[src/tmr2_pkg.sv]
// timer 2 package: register indices, control bit positions, reset values, timing.
// assumes an 8-bit register port with byte-wide registers at their printed offsets.
package tmr2_pkg;
	// ---------------------------------------------------------------
	// register offsets
	// ---------------------------------------------------------------
	localparam logic [7:0] OFS_CTRL    = 8'hC8;
	localparam logic [7:0] OFS_MODE    = 8'hC9;
	localparam logic [7:0] OFS_CAP_LO  = 8'hCA;
	localparam logic [7:0] OFS_CAP_HI  = 8'hCB;
	localparam logic [7:0] OFS_CNT_LO  = 8'hCC;
	localparam logic [7:0] OFS_CNT_HI  = 8'hCD;
	localparam logic [7:0] OFS_BITSET  = 8'hCE;
	localparam logic [7:0] OFS_BITCLR  = 8'hCF;
	localparam logic [7:0] OFS_IRQ_ST  = 8'hD8;
	localparam logic [7:0] OFS_IRQ_MSK = 8'hD9;
	localparam logic [7:0] OFS_SER     = 8'hDA;
	// ---------------------------------------------------------------
	// control and mode register bit positions
	// ---------------------------------------------------------------
	localparam int B_OVF   = 7;
	localparam int B_EXT   = 6;
	localparam int B_RXB   = 5;
	localparam int B_TXB   = 4;
	localparam int B_TEN   = 3;
	localparam int B_RUN   = 2;
	localparam int B_CSEL  = 1;
	localparam int B_CRSEL = 0;
	localparam int B_UPDN  = 0;
	// ---------------------------------------------------------------
	// reset values and timing
	// ---------------------------------------------------------------
	localparam logic [7:0]  RST_BYTE   = 8'h00;
	localparam logic [15:0] RST_WORD   = 16'h0000;
	localparam logic [15:0] CNT_MAX    = 16'hFFFF;
	localparam int          CLK_HZ     = 25000000;
	localparam int          TICK_DIV   = 12;
	localparam logic [3:0]  TICK_LAST  = 4'(TICK_DIV - 1);
	// irq status bits
	localparam int I_OVF = 0;
	localparam int I_EXT = 1;
	typedef struct packed {
		logic [7:0] addr;
		logic [7:0] wdata;
		logic       wr;
		logic       rd;
	} tmr2_bus_t;
endpackage : tmr2_pkg

[src/tmr2_top.sv]
// timer 2: 16-bit timer/counter with capture, auto-reload and baud outputs.
// assumes pins are asynchronous and a single-master byte register port.
//
// Behaviour
// overflow sets sticky flag, only software clears
// no overflow flag while baud selected
// trigger capture/reload sets external flag
// external flag requests timer interrupt
// no external-flag interrupt in up/down mode
// receive clock from this timer or timer 1
// transmit clock from this timer or timer 1
// trigger acts only when not baud clocking
// trigger ignored while trigger enable clear
// run control starts and stops counting
// select internal ticks or count pin falls
// capture mode: trigger fall captures count
// reload mode: reload on overflow and trigger
// baud mode forces reload on overflow
// capture pair holds captured or reload value
// control resets zero, bits individually settable
// count and trigger pins are shared inputs
// capture copies count, reload loads count
// count is two software-accessible bytes
//
// Added by the designer: strobed register access.
`timescale 1ns/1ps
`default_nettype none
module tmr2_top (
	// clock and reset
	input  wire logic            core_clk,
	input  wire logic            rst_b,
	// register port
	input  wire tmr2_pkg::tmr2_bus_t bus,
	output var  logic [7:0]      rdata,
	// pins
	input  wire logic            count_pin,
	input  wire logic            trigger_pin,
	// serial baud sources
	input  wire logic            t1_ovf,
	output var  logic            rx_baud_tick,
	output var  logic            tx_baud_tick,
	// interrupts
	output var  logic            tmr_irq,
	output var  logic            irq
);
	// ---------------------------------------------------------------
	// pin synchronisers and edge detect
	// ---------------------------------------------------------------
	logic [1:0] cnt_sync_r;
	logic [1:0] trg_sync_r;
	logic       cnt_prev_r;
	logic       trg_prev_r;
	// two stages before any logic looks at the pins
	always_ff @(posedge core_clk or negedge rst_b)
		if (!rst_b)
		begin
			cnt_sync_r <= 2'h3;
			trg_sync_r <= 2'h3;
			cnt_prev_r <= 1'b1;
			trg_prev_r <= 1'b1;
		end
		else
		begin
			cnt_sync_r <= {cnt_sync_r[0], count_pin};
			trg_sync_r <= {trg_sync_r[0], trigger_pin};
			cnt_prev_r <= cnt_sync_r[1];
			trg_prev_r <= trg_sync_r[1];
		end
	wire cnt_fall = cnt_prev_r & ~cnt_sync_r[1];
	wire trg_fall = trg_prev_r & ~trg_sync_r[1];

	// ---------------------------------------------------------------
	// internal tick divider
	// ---------------------------------------------------------------
	logic [3:0] div_r;
	// one-cycle tick every twelve core clocks, the machine-cycle rate
	always_ff @(posedge core_clk or negedge rst_b)
		if (!rst_b)
			div_r <= 4'h0;
		else if (div_r == tmr2_pkg::TICK_LAST)
			div_r <= 4'h0;
		else
			div_r <= div_r + 4'h1;
	wire tick = (div_r == tmr2_pkg::TICK_LAST);

	// ---------------------------------------------------------------
	// registers
	// ---------------------------------------------------------------
	logic [7:0]  ctrl_r;
	logic        updn_r;
	logic [15:0] cap_r;
	logic [15:0] cnt_r;
	logic [1:0]  ist_r;
	logic [1:0]  imsk_r;
	logic        ser_m13_r;
	wire wr_ctrl = bus.wr & (bus.addr == tmr2_pkg::OFS_CTRL);
	wire wr_bset = bus.wr & (bus.addr == tmr2_pkg::OFS_BITSET);
	wire wr_bclr = bus.wr & (bus.addr == tmr2_pkg::OFS_BITCLR);
	wire wr_clo  = bus.wr & (bus.addr == tmr2_pkg::OFS_CNT_LO);
	wire wr_chi  = bus.wr & (bus.addr == tmr2_pkg::OFS_CNT_HI);
	wire wr_rlo  = bus.wr & (bus.addr == tmr2_pkg::OFS_CAP_LO);
	wire wr_rhi  = bus.wr & (bus.addr == tmr2_pkg::OFS_CAP_HI);
	wire baud    = ctrl_r[tmr2_pkg::B_RXB] | ctrl_r[tmr2_pkg::B_TXB];

	// ---------------------------------------------------------------
	// counting engine
	// ---------------------------------------------------------------
	// count source: internal tick or falling count pin, gated by run
	wire cnt_en  = ctrl_r[tmr2_pkg::B_RUN] &
		(ctrl_r[tmr2_pkg::B_CSEL] ? cnt_fall : tick);
	// up/down mode: trigger level steers direction
	wire dn_mode = updn_r & ~baud & ~trg_sync_r[1];
	wire ovf     = cnt_en & ~dn_mode & (cnt_r == tmr2_pkg::CNT_MAX);
	wire unf     = cnt_en & dn_mode & (cnt_r == cap_r);
	// trigger events only when enabled and not baud clocking
	wire trg_ev  = trg_fall & ctrl_r[tmr2_pkg::B_TEN] & ~baud & ~updn_r;
	wire cap_md  = ctrl_r[tmr2_pkg::B_CRSEL] & ~baud; // baud forces reload
	wire do_cap  = trg_ev & cap_md;
	wire do_rld  = (ovf & (~cap_md)) | (trg_ev & ~cap_md);

	// count register; software byte writes win over hardware
	always_ff @(posedge core_clk or negedge rst_b)
		if (!rst_b)
			cnt_r <= tmr2_pkg::RST_WORD;
		else if (wr_clo)
			cnt_r[7:0] <= bus.wdata;
		else if (wr_chi)
			cnt_r[15:8] <= bus.wdata;
		else if (do_rld)
			cnt_r <= cap_r;
		else if (unf)
			cnt_r <= tmr2_pkg::CNT_MAX;
		else if (cnt_en)
			cnt_r <= dn_mode ? cnt_r - 16'h0001 : cnt_r + 16'h0001;

	// capture/reload pair
	always_ff @(posedge core_clk or negedge rst_b)
		if (!rst_b)
			cap_r <= tmr2_pkg::RST_WORD;
		else if (do_cap)
			cap_r <= cnt_r;
		else if (wr_rlo)
			cap_r[7:0] <= bus.wdata;
		else if (wr_rhi)
			cap_r[15:8] <= bus.wdata;

	// ---------------------------------------------------------------
	// control register with hardware-set flags
	// ---------------------------------------------------------------
	logic [7:0] ctrl_nxt;
	wire ovf_set = (ovf | unf) & ~baud;
	wire ext_set = do_cap | (trg_ev & ~cap_md);
	always_comb
	begin
		ctrl_nxt = ctrl_r;
		if (wr_ctrl)
			ctrl_nxt = bus.wdata;
		else if (wr_bset)
			ctrl_nxt = ctrl_r | bus.wdata;
		else if (wr_bclr)
			ctrl_nxt = ctrl_r & ~bus.wdata;
		// hardware set wins over a same-cycle clear
		if (ovf_set)
			ctrl_nxt[tmr2_pkg::B_OVF] = 1'b1;
		if (ext_set)
			ctrl_nxt[tmr2_pkg::B_EXT] = 1'b1;
	end
	always_ff @(posedge core_clk or negedge rst_b)
		if (!rst_b)
			ctrl_r <= tmr2_pkg::RST_BYTE;
		else
			ctrl_r <= ctrl_nxt;

	// mode register and serial mode hint
	always_ff @(posedge core_clk or negedge rst_b)
		if (!rst_b)
		begin
			updn_r    <= 1'b0;
			ser_m13_r <= 1'b0;
		end
		else
		begin
			if (bus.wr & (bus.addr == tmr2_pkg::OFS_MODE))
				updn_r <= bus.wdata[tmr2_pkg::B_UPDN];
			if (bus.wr & (bus.addr == tmr2_pkg::OFS_SER))
				ser_m13_r <= bus.wdata[0];
		end

	// ---------------------------------------------------------------
	// baud tick outputs
	// ---------------------------------------------------------------
	// in modes 1 and 3 pick this timer's overflow or timer 1's
	always_ff @(posedge core_clk or negedge rst_b)
		if (!rst_b)
		begin
			rx_baud_tick <= 1'b0;
			tx_baud_tick <= 1'b0;
		end
		else
		begin
			rx_baud_tick <= (ser_m13_r & ctrl_r[tmr2_pkg::B_RXB]) ? ovf : t1_ovf;
			tx_baud_tick <= (ser_m13_r & ctrl_r[tmr2_pkg::B_TXB]) ? ovf : t1_ovf;
		end

	// ---------------------------------------------------------------
	// interrupts
	// ---------------------------------------------------------------
	// timer interrupt: flags, external flag suppressed in up/down
	always_ff @(posedge core_clk or negedge rst_b)
		if (!rst_b)
			tmr_irq <= 1'b0;
		else
			tmr_irq <= ctrl_nxt[tmr2_pkg::B_OVF] |
				(ctrl_nxt[tmr2_pkg::B_EXT] & ~updn_r);

	// sticky status, write one to clear, set wins
	logic [1:0] ist_nxt;
	always_comb
	begin
		ist_nxt = ist_r;
		if (bus.wr & (bus.addr == tmr2_pkg::OFS_IRQ_ST))
			ist_nxt = ist_r & ~bus.wdata[1:0];
		if (ovf_set)
			ist_nxt[tmr2_pkg::I_OVF] = 1'b1;
		if (ext_set & ~updn_r)
			ist_nxt[tmr2_pkg::I_EXT] = 1'b1;
	end
	always_ff @(posedge core_clk or negedge rst_b)
		if (!rst_b)
		begin
			ist_r  <= 2'h0;
			imsk_r <= 2'h0;
			irq    <= 1'b0;
		end
		else
		begin
			ist_r <= ist_nxt;
			if (bus.wr & (bus.addr == tmr2_pkg::OFS_IRQ_MSK))
				imsk_r <= bus.wdata[1:0];
			irq <= |(ist_nxt & imsk_r);
		end

	// ---------------------------------------------------------------
	// read port, data one cycle after the strobe; unmapped reads zero
	// ---------------------------------------------------------------
	logic [7:0] rd_nxt;
	always_comb
	begin
		rd_nxt = 8'h00;
		unique case (bus.addr)
			tmr2_pkg::OFS_CTRL:    rd_nxt = ctrl_r;
			tmr2_pkg::OFS_MODE:    rd_nxt = {7'h00, updn_r};
			tmr2_pkg::OFS_CAP_LO:  rd_nxt = cap_r[7:0];
			tmr2_pkg::OFS_CAP_HI:  rd_nxt = cap_r[15:8];
			tmr2_pkg::OFS_CNT_LO:  rd_nxt = cnt_r[7:0];
			tmr2_pkg::OFS_CNT_HI:  rd_nxt = cnt_r[15:8];
			tmr2_pkg::OFS_IRQ_ST:  rd_nxt = {6'h00, ist_r};
			tmr2_pkg::OFS_IRQ_MSK: rd_nxt = {6'h00, imsk_r};
			tmr2_pkg::OFS_SER:     rd_nxt = {7'h00, ser_m13_r};
			default:               rd_nxt = 8'h00;
		endcase
	end
	always_ff @(posedge core_clk or negedge rst_b)
		if (!rst_b)
			rdata <= 8'h00;
		else
			rdata <= bus.rd ? rd_nxt : 8'h00;
endmodule : tmr2_top
`default_nettype wire

[config.mk]
export PLATFORM = sky130hd
export DESIGN_NAME = tmr2_top
export DESIGN_NICKNAME = d
export VERILOG_FILES = /design/src/tmr2_pkg.sv /design/src/tmr2_top.sv
export SDC_FILE = /design/constraint.sdc
export NUM_CORES = 1
export LEC_CHECK = 0
export CAP_MARGIN = 0
export CORE_ASPECT_RATIO = 1.4
export CORE_UTILIZATION = 55
export CTS_CLUSTER_DIAMETER = 50
export DETAILED_ROUTE_END_ITERATION = 6
export DONT_BUFFER_PORTS = 1
export PLACE_DENSITY = 0.7
export REMOVE_ABC_BUFFERS = 1
export SLEW_MARGIN = 20
export SYNTH_ARGS = -nofsm -noshare
export SYNTH_HDL_FRONTEND = slang
export SYNTH_SLANG_ARGS = --single-unit
[constraint.sdc]
create_clock -name core_clk -period 5.4 [get_ports core_clk]
set_input_delay 0.81 -clock core_clk [delete_from_list [all_inputs] [get_ports core_clk]]
set_output_delay 0.81 -clock core_clk [all_outputs]
set_load 0.02 [all_outputs]
==> impl_metrics.toml, run 1 <==
[final_layout]
instances_no_fill = 560
syn2layout_area_growth_pct = 5.87
fillCellCount = 704
final_nets = 497
drive_gt1_share_pct = 9.50
insertedDiodeCount = 0

[logic_synthesis]
synth_flop_cell = "dfrtp_1"
postSynthAreaPerCell_um2 = 9.20
ys_ff_latch = 68
synth_cell_types = 54
netlist.area_leader.share_pct = 35.9
synth_area_leaders = "dfrtp_1 (36%), nand2_1 (4.9%), ha_1 (4.3%)"
synth-seq-area-share_pct = 39.5
netlist_instances = 470
async_flop_share_pct = 100
yosys.area.top_type = "dfrtp_1"
synth-edff-count = 0
syn_area_um2 = 4320
synth-warning-count = 0

[floorplan]
fp.dieH_um = 107
core_area_um2 = 7500
die_w_um = 76.9
ios = 35
dieArea_um2 = 8230
initial_utilization_pct = 57.7
rows = 37

[grt]
grt_pass1_wl_um = 20000
grt_pass1_vias = 3656
track_usage_pct = 32.3
grt_max_degree = 69
overflow = 0
antenna_found_initial = 0

[clock_tree]
clk_latency_ps = 360
cts_hold_buf = 0
htreeDepth = 3
clockBufferDepth = 2
postCtsSetupRepairBufs = 0
cts_tree = "done"
cts-resized-gates = 0
clkTransAtPathRegs_ps = 70
cts_made_buffers = 9
cts_root_buf = "clkbuf_8"
clock_sinks = 68

[placed_design]
placed_cells = 544
preCtsSetupSlack_ps = 2220
port_buffers = 0
dpl.hpwl_um = 8780
gp_congestion = 0.959

[timing]
period_share_pct = 61.2
final-setup-viol-count = 0
slew_viol_final = 0
fin_tns_setup_ps = 0
slew_headroom_pct = 30.5
layout_setup_ws_ps = 2090
min_period_ps = 3310
rsz0062_at_grt = "no"
max_freq_mhz = 302
finClkSkew_ps = 7.02
hold_viol = 0
tightest_slew_ps = 1040

[route]
wl_um = 12200
drc = 0
drt-pass1-iter-count = 5
dr_wl_met3_um = 883
wl_met1_um = 4660
top_layer = "met4"
vias_per_cell = 6.79
post_drt_wl_per_cell_um = 21.8
ant_nets = 0
drtIter0Drc = 364
vias = 3801
wl_met2_um = 6190

[pwr]
ir_drop_v = 0.000168
cellLeakagePower_nw = 2.01
p_per_area_nw_per_um2 = 293

[setup_path]
criticalPathCategory = "reg2reg"
setup.worst_path.start_class = "flip-flop"
required_ps = 5640
cp-end-kind = "flip-flop"
crit_fanout = 16
cp.arrival_ps = 3550

[hold_path]
hold_class = "in2async"

[job]
cap_violations = 0

[status]
outcome = "complete, no violations"
[Yosys cell counts, types with 2 or more instances]
library cell / count
a22o_1: 3
a21oi_1: 31
buf_2: 5
and4bb_2: 2
o221ai_1: 14
xor2_1: 19
nor3b_1: 2
nor4_1: 5
nand4b_1: 2
mux2i_1: 18
o21ai_1: 2
a22oi_1: 15
dfstp_2: 6
a32o_1: 6
ha_1: 15
o21ai_0: 20
nand4_1: 11
nand3_1: 9
mux2_2: 11
and3_1: 2
nor3_1: 4
a211oi_1: 5
o211ai_1: 11
clkbuf_1: 19
and2_1: 2
xnor2_1: 10
nand2_1: 57
o22ai_1: 2
and3b_1: 2
inv_1: 7
a31oi_1: 4
dfrtp_1: 62
nor2_1: 49
nand3b_1: 3
or3_1: 3
a21o_1: 6
a221oi_1: 9
[final cells by class]
type / count / area (um2) / area share [%]
clock buffer: 13 / 179 / 3.91
clock inverter: 3 / 42.5 / 0.929
inverter: 7 / 26.3 / 0.574
multi-input combinational: 369 / 2480 / 54.1
sequential: 68 / 1710 / 37.3
tap: 97 / 121 / 2.65
timing repair buffer: 3 / 22.5 / 0.492
[routing by layer]
layer	up-vias	track usage [%]
met5	-	0
met1	1851	38.5
met2	181	54.6
li1	1726	-
met3	43	7.57
met4	0	15.5
[stage by stage]
step | utilization (%) | hold slack [ps] | power [mW] | area [um2]
floorplan | - | 345 | 0.809 | 4210
global placement | 58.1 | 347 | 0.880 | 4360
detailed placement | 58.1 | 348 | 0.887 | 4360
CTS | 61.0 | 131 | 1.34 | 4580
global route | 61.0 | 122 | 1.40 | 4580
finish | 61.0 | 140 | 1.34 | 4580
[registers in the layout, indices dropped and copies added (netlist names), 2 cells and up]
register    cells
cap_r          16
cnt_r          16
ctrl_r          8
rdata           8
div_r           4
cnt_sync_r      2
imsk_r          2
ist_r           2
trg_sync_r      2
[report_power, final]
| part | total (mW) | internal, mW | switching (mW) |
|---|---|---|---|
| clock | 0.457 | 0.263 | 0.194 |
| combinational | 0.218 | 0.103 | 0.115 |
| sequential | 0.666 | 0.563 | 0.102 |
[placed cells by master (no fill, tap or decap), types with 7 or more instances in the layout]
cell type and n:
xnor2_1 10, inv_1 7, a22oi_1 15, nand4_1 11, o221ai_1 14, o21ai_0 20, mux2_2 11, clkbuf_8 13
a221oi_1 9, nand3_1 9, ha_1 15, mux2i_1 18, o211ai_1 11, nor2_1 49, xor2_1 19, dfrtp_1 62
nand2_1 57, a21oi_1 31
[kinds of logic (layout without fill, tap and decap cells)]
kind of cell	count (synthesis)	count (layout)	synth area share, %
multiplexers	30	30	7.55
AO/OA/AOI/OAI	136	136	21.9
buffers and inverters	33	26	3.18
flip-flops	68	68	39.5
AND/OR/NAND/NOR	158	158	17.1
XOR/XNOR	29	29	5.87
adder cells (fa/ha/maj)	16	16	4.80
[final timing paths]
kind / startpoint / end / slack, ps / depth (start not counted)
min in group core_clk: trg_sync_r[0]$_DFF_PN1_ / trg_sync_r[1]$_DFF_PN1_ / 360 / 0
setup reg to reg: ctrl_r[5]$_DFFE_PN0P_ / cnt_r[13]$_DFFE_PN0P_ / 2090 / 11
max in group asynchronous: rst_b / trg_sync_r[0]$_DFF_PN1_ / 5070 / 0
hold / removal: rst_b / ctrl_r[2]$_DFFE_PN0P_ / 140 / 0
hold reg to reg: trg_sync_r[0]$_DFF_PN1_ / trg_sync_r[1]$_DFF_PN1_ / 360 / 0
setup / recovery: ctrl_r[5]$_DFFE_PN0P_ / cnt_r[13]$_DFFE_PN0P_ / 2090 / 11
[worst max-delay path, cell delays in order, from the launching register on]
cell	delay, ps
dfrtp_1	450
nor3_1	290
nand2_1	190
inv_1	480
ha_1	460
a21oi_1	350
o21ai_0	200
a31oi_1	270
o21ai_0	130
xor2_1	150
o221ai_1	150
nand2_1	70
Note: power is estimated with default switching activity, not from simulation.
==> run 2, diff against run 1 <==
==> constraint.sdc (replaced) <==
create_clock -name core_clk -period 3.4 [get_ports core_clk]
set_input_delay 0.51 -clock core_clk [delete_from_list [all_inputs] [get_ports core_clk]]
set_output_delay 0.51 -clock core_clk [all_outputs]
set_load 0.02 [all_outputs]
==> run 2 against run 1 <==
Clock power up 52%; power up 58%; cell count up 2.1%; largest power group unchanged; via count up 1.7%; highest routed layer unchanged; global-route usage up 0.90 points.
==> impl_metrics.toml, run 2 (synthesized netlist as in run 1, its figures left out) <==
[grt]
grt_max_degree = 69
grt_use_met3_pct = 5.79
top_usage_layer = "met2"
antenna_found_initial = 0
overflow = 0
grt_pass1_wl_um = 20500
track_usage_pct = 33.2
gr-usage-met2_pct = 57.9
grt_pass1_vias = 3906
grt_use_met1_pct = 37.5

[route]
wl_um = 12700
drtIter0Drc = 298
vias_per_cell = 6.76
vias = 3864
ant_nets = 0
post_drt_wl_per_cell_um = 22.2
drt-pass1-iter-count = 6
drc = 0

[placed_design]
placed_cells = 551
gp_congestion = 0.976
preCtsSetupSlack_ps = 270
port_buffers = 0
dpl.hpwl_um = 8950

[final_layout]
fin_util_pct = 62.5
syn2layout_area_growth_pct = 8.33
drive_gt1_share_pct = 11.8
instances_no_fill = 572
insertedDiodeCount = 0
final_nets = 509
reg_top3 = "cap_r x16, cnt_r x16"
final_cell_mix = "dfrtp_1 (62), nand2_1 (57), nor2_1 (49), a21oi_1 (31), o21ai_0 (20)"
final_common_cell = "dfrtp_1"

[floorplan]
die_w_um = 76.9
core_area_um2 = 7500
fp.dieH_um = 107
ios = 35
dieArea_um2 = 8230
initial_utilization_pct = 57.7
rows = 37

[setup_path]
setup.worst_path.start_class = "flip-flop"
crit_fanout = 13
cp-end-kind = "flip-flop"
required_ps = 3650
cp.arrival_ps = 3340
cp-startpoint = "trg_sync_r[1]$_DFF_PN1_"
r2r_start = "trg_sync_r[1]$_DFF_PN1_"
criticalPathCategory = "reg2reg"

[timing]
hold_viol = 0
period_share_pct = 91.0
tightest_slew_ps = 1100
finClkSkew_ps = 7.33
final-setup-viol-count = 0
max_freq_mhz = 323
slew_viol_final = 0
layout_setup_ws_ps = 305
slew_headroom_pct = 26.5
min_period_ps = 3100
rsz0062_at_grt = "no"
fin_tns_setup_ps = 0

[clock_tree]
clockBufferDepth = 2
clk_latency_ps = 360
cts_tree = "done"
htreeDepth = 3
clkTransAtPathRegs_ps = 70
cts_root_buf = "clkbuf_8"
cts_made_buffers = 9
clock_sinks = 68

[pwr]
cellLeakagePower_nw = 2.08
p_per_area_nw_per_um2 = 453
ir_drop_v = 0.000264

[job]
cap_violations = 0

[status]
outcome = "complete, no violations"

[hold_path]
hold_class = "in2async"
-- run 2: cell count changes in the layout (fill, tap and decap cells not counted), sizes merged --
cell,delta
buf,+12
clkbuf,-1
clkinv,+1
clkinvlp,+1
inv,-1
-- run 2: worst paths after layout --
| kind | slack (ps) | endpoint | depth (start not counted) |
|---|---|---|---|
| max reg2reg | 300 | cnt_r[10]$_DFFE_PN0P_ | 12 |
| max in group asynchronous | 3040 | trg_sync_r[1]$_DFF_PN1_ | 1 |
| min in group core_clk | 140 | trg_sync_r[0]$_DFF_PN1_ | 0 |
| max | 300 | cnt_r[10]$_DFFE_PN0P_ | 12 |
| min | 30 | cnt_r[0]$_DFFE_PN0P_ | 1 |
| min reg2reg | 360 | trg_sync_r[1]$_DFF_PN1_ | 0 |
-- run 2: critical path: stages (launching register included) --
cell	delay (ps)
dfstp_2	550
nor3_1	60
nand2_1	250
clkinvlp_4	140
buf_4	200
fa_1	440
a211oi_1	410
nor3_1	110
nor2_1	160
a31oi_1	110
or3_1	320
a21oi_1	150
o21ai_1	80
-- run 2: layer usage --
metal	part of all wire (%)	routed length, um	up-vias
li1	-	-	1756
met1	38	4800	1887
met2	50	6380	169
met3	6.3	795	52
met4	5.5	693	0
met5	0	0	-
-- run 2: layout make-up --
| type | count | area [um2] |
|---|---|---|
| fill | 651 | 2820 |
| multi-input combinational | 369 | 2490 |
| sequential | 68 | 1710 |
| clock buffer | 12 | 155 |
| timing repair buffer | 15 | 133 |
| tap | 97 | 121 |
| clock inverter | 4 | 47.5 |
| inverter | 7 | 30.0 |
-- run 2: report_power, final --
part / total, mW / leakage (nW) / internal (mW) / switching [mW]
Combinational: 0.372 / 1.16 / 0.173 / 0.199
Sequential: 1.06 / 0.826 / 0.895 / 0.162
Clock: 0.693 / 0.102 / 0.376 / 0.317
-- run 2: repair_timing --
| action | 4_1_cts | 5_1_grt |
|---|---|---|
| setup endpoints to repair | 0 | 4 |
| buffers inserted | 0 | 4 |
| hold buffers | 1 | 0 |
| endpoints found under the hold margin | 68 | 0 |
| resized for setup | 0 | 1 |
-- run 2: stage by stage --
| stage | power, mW | hold WS (ps) | instance area, um2 |
|---|---|---|---|
| detailed placement | 1.41 | 216 | 4420 |
| CTS | 2.12 | 38.0 | 4650 |
| finish | 2.12 | 26.3 | 4680 |
| global placement | 1.40 | 216 | 4420 |
| floorplan | 1.28 | 214 | 4210 |
| global route | 2.22 | 45.3 | 4680 |
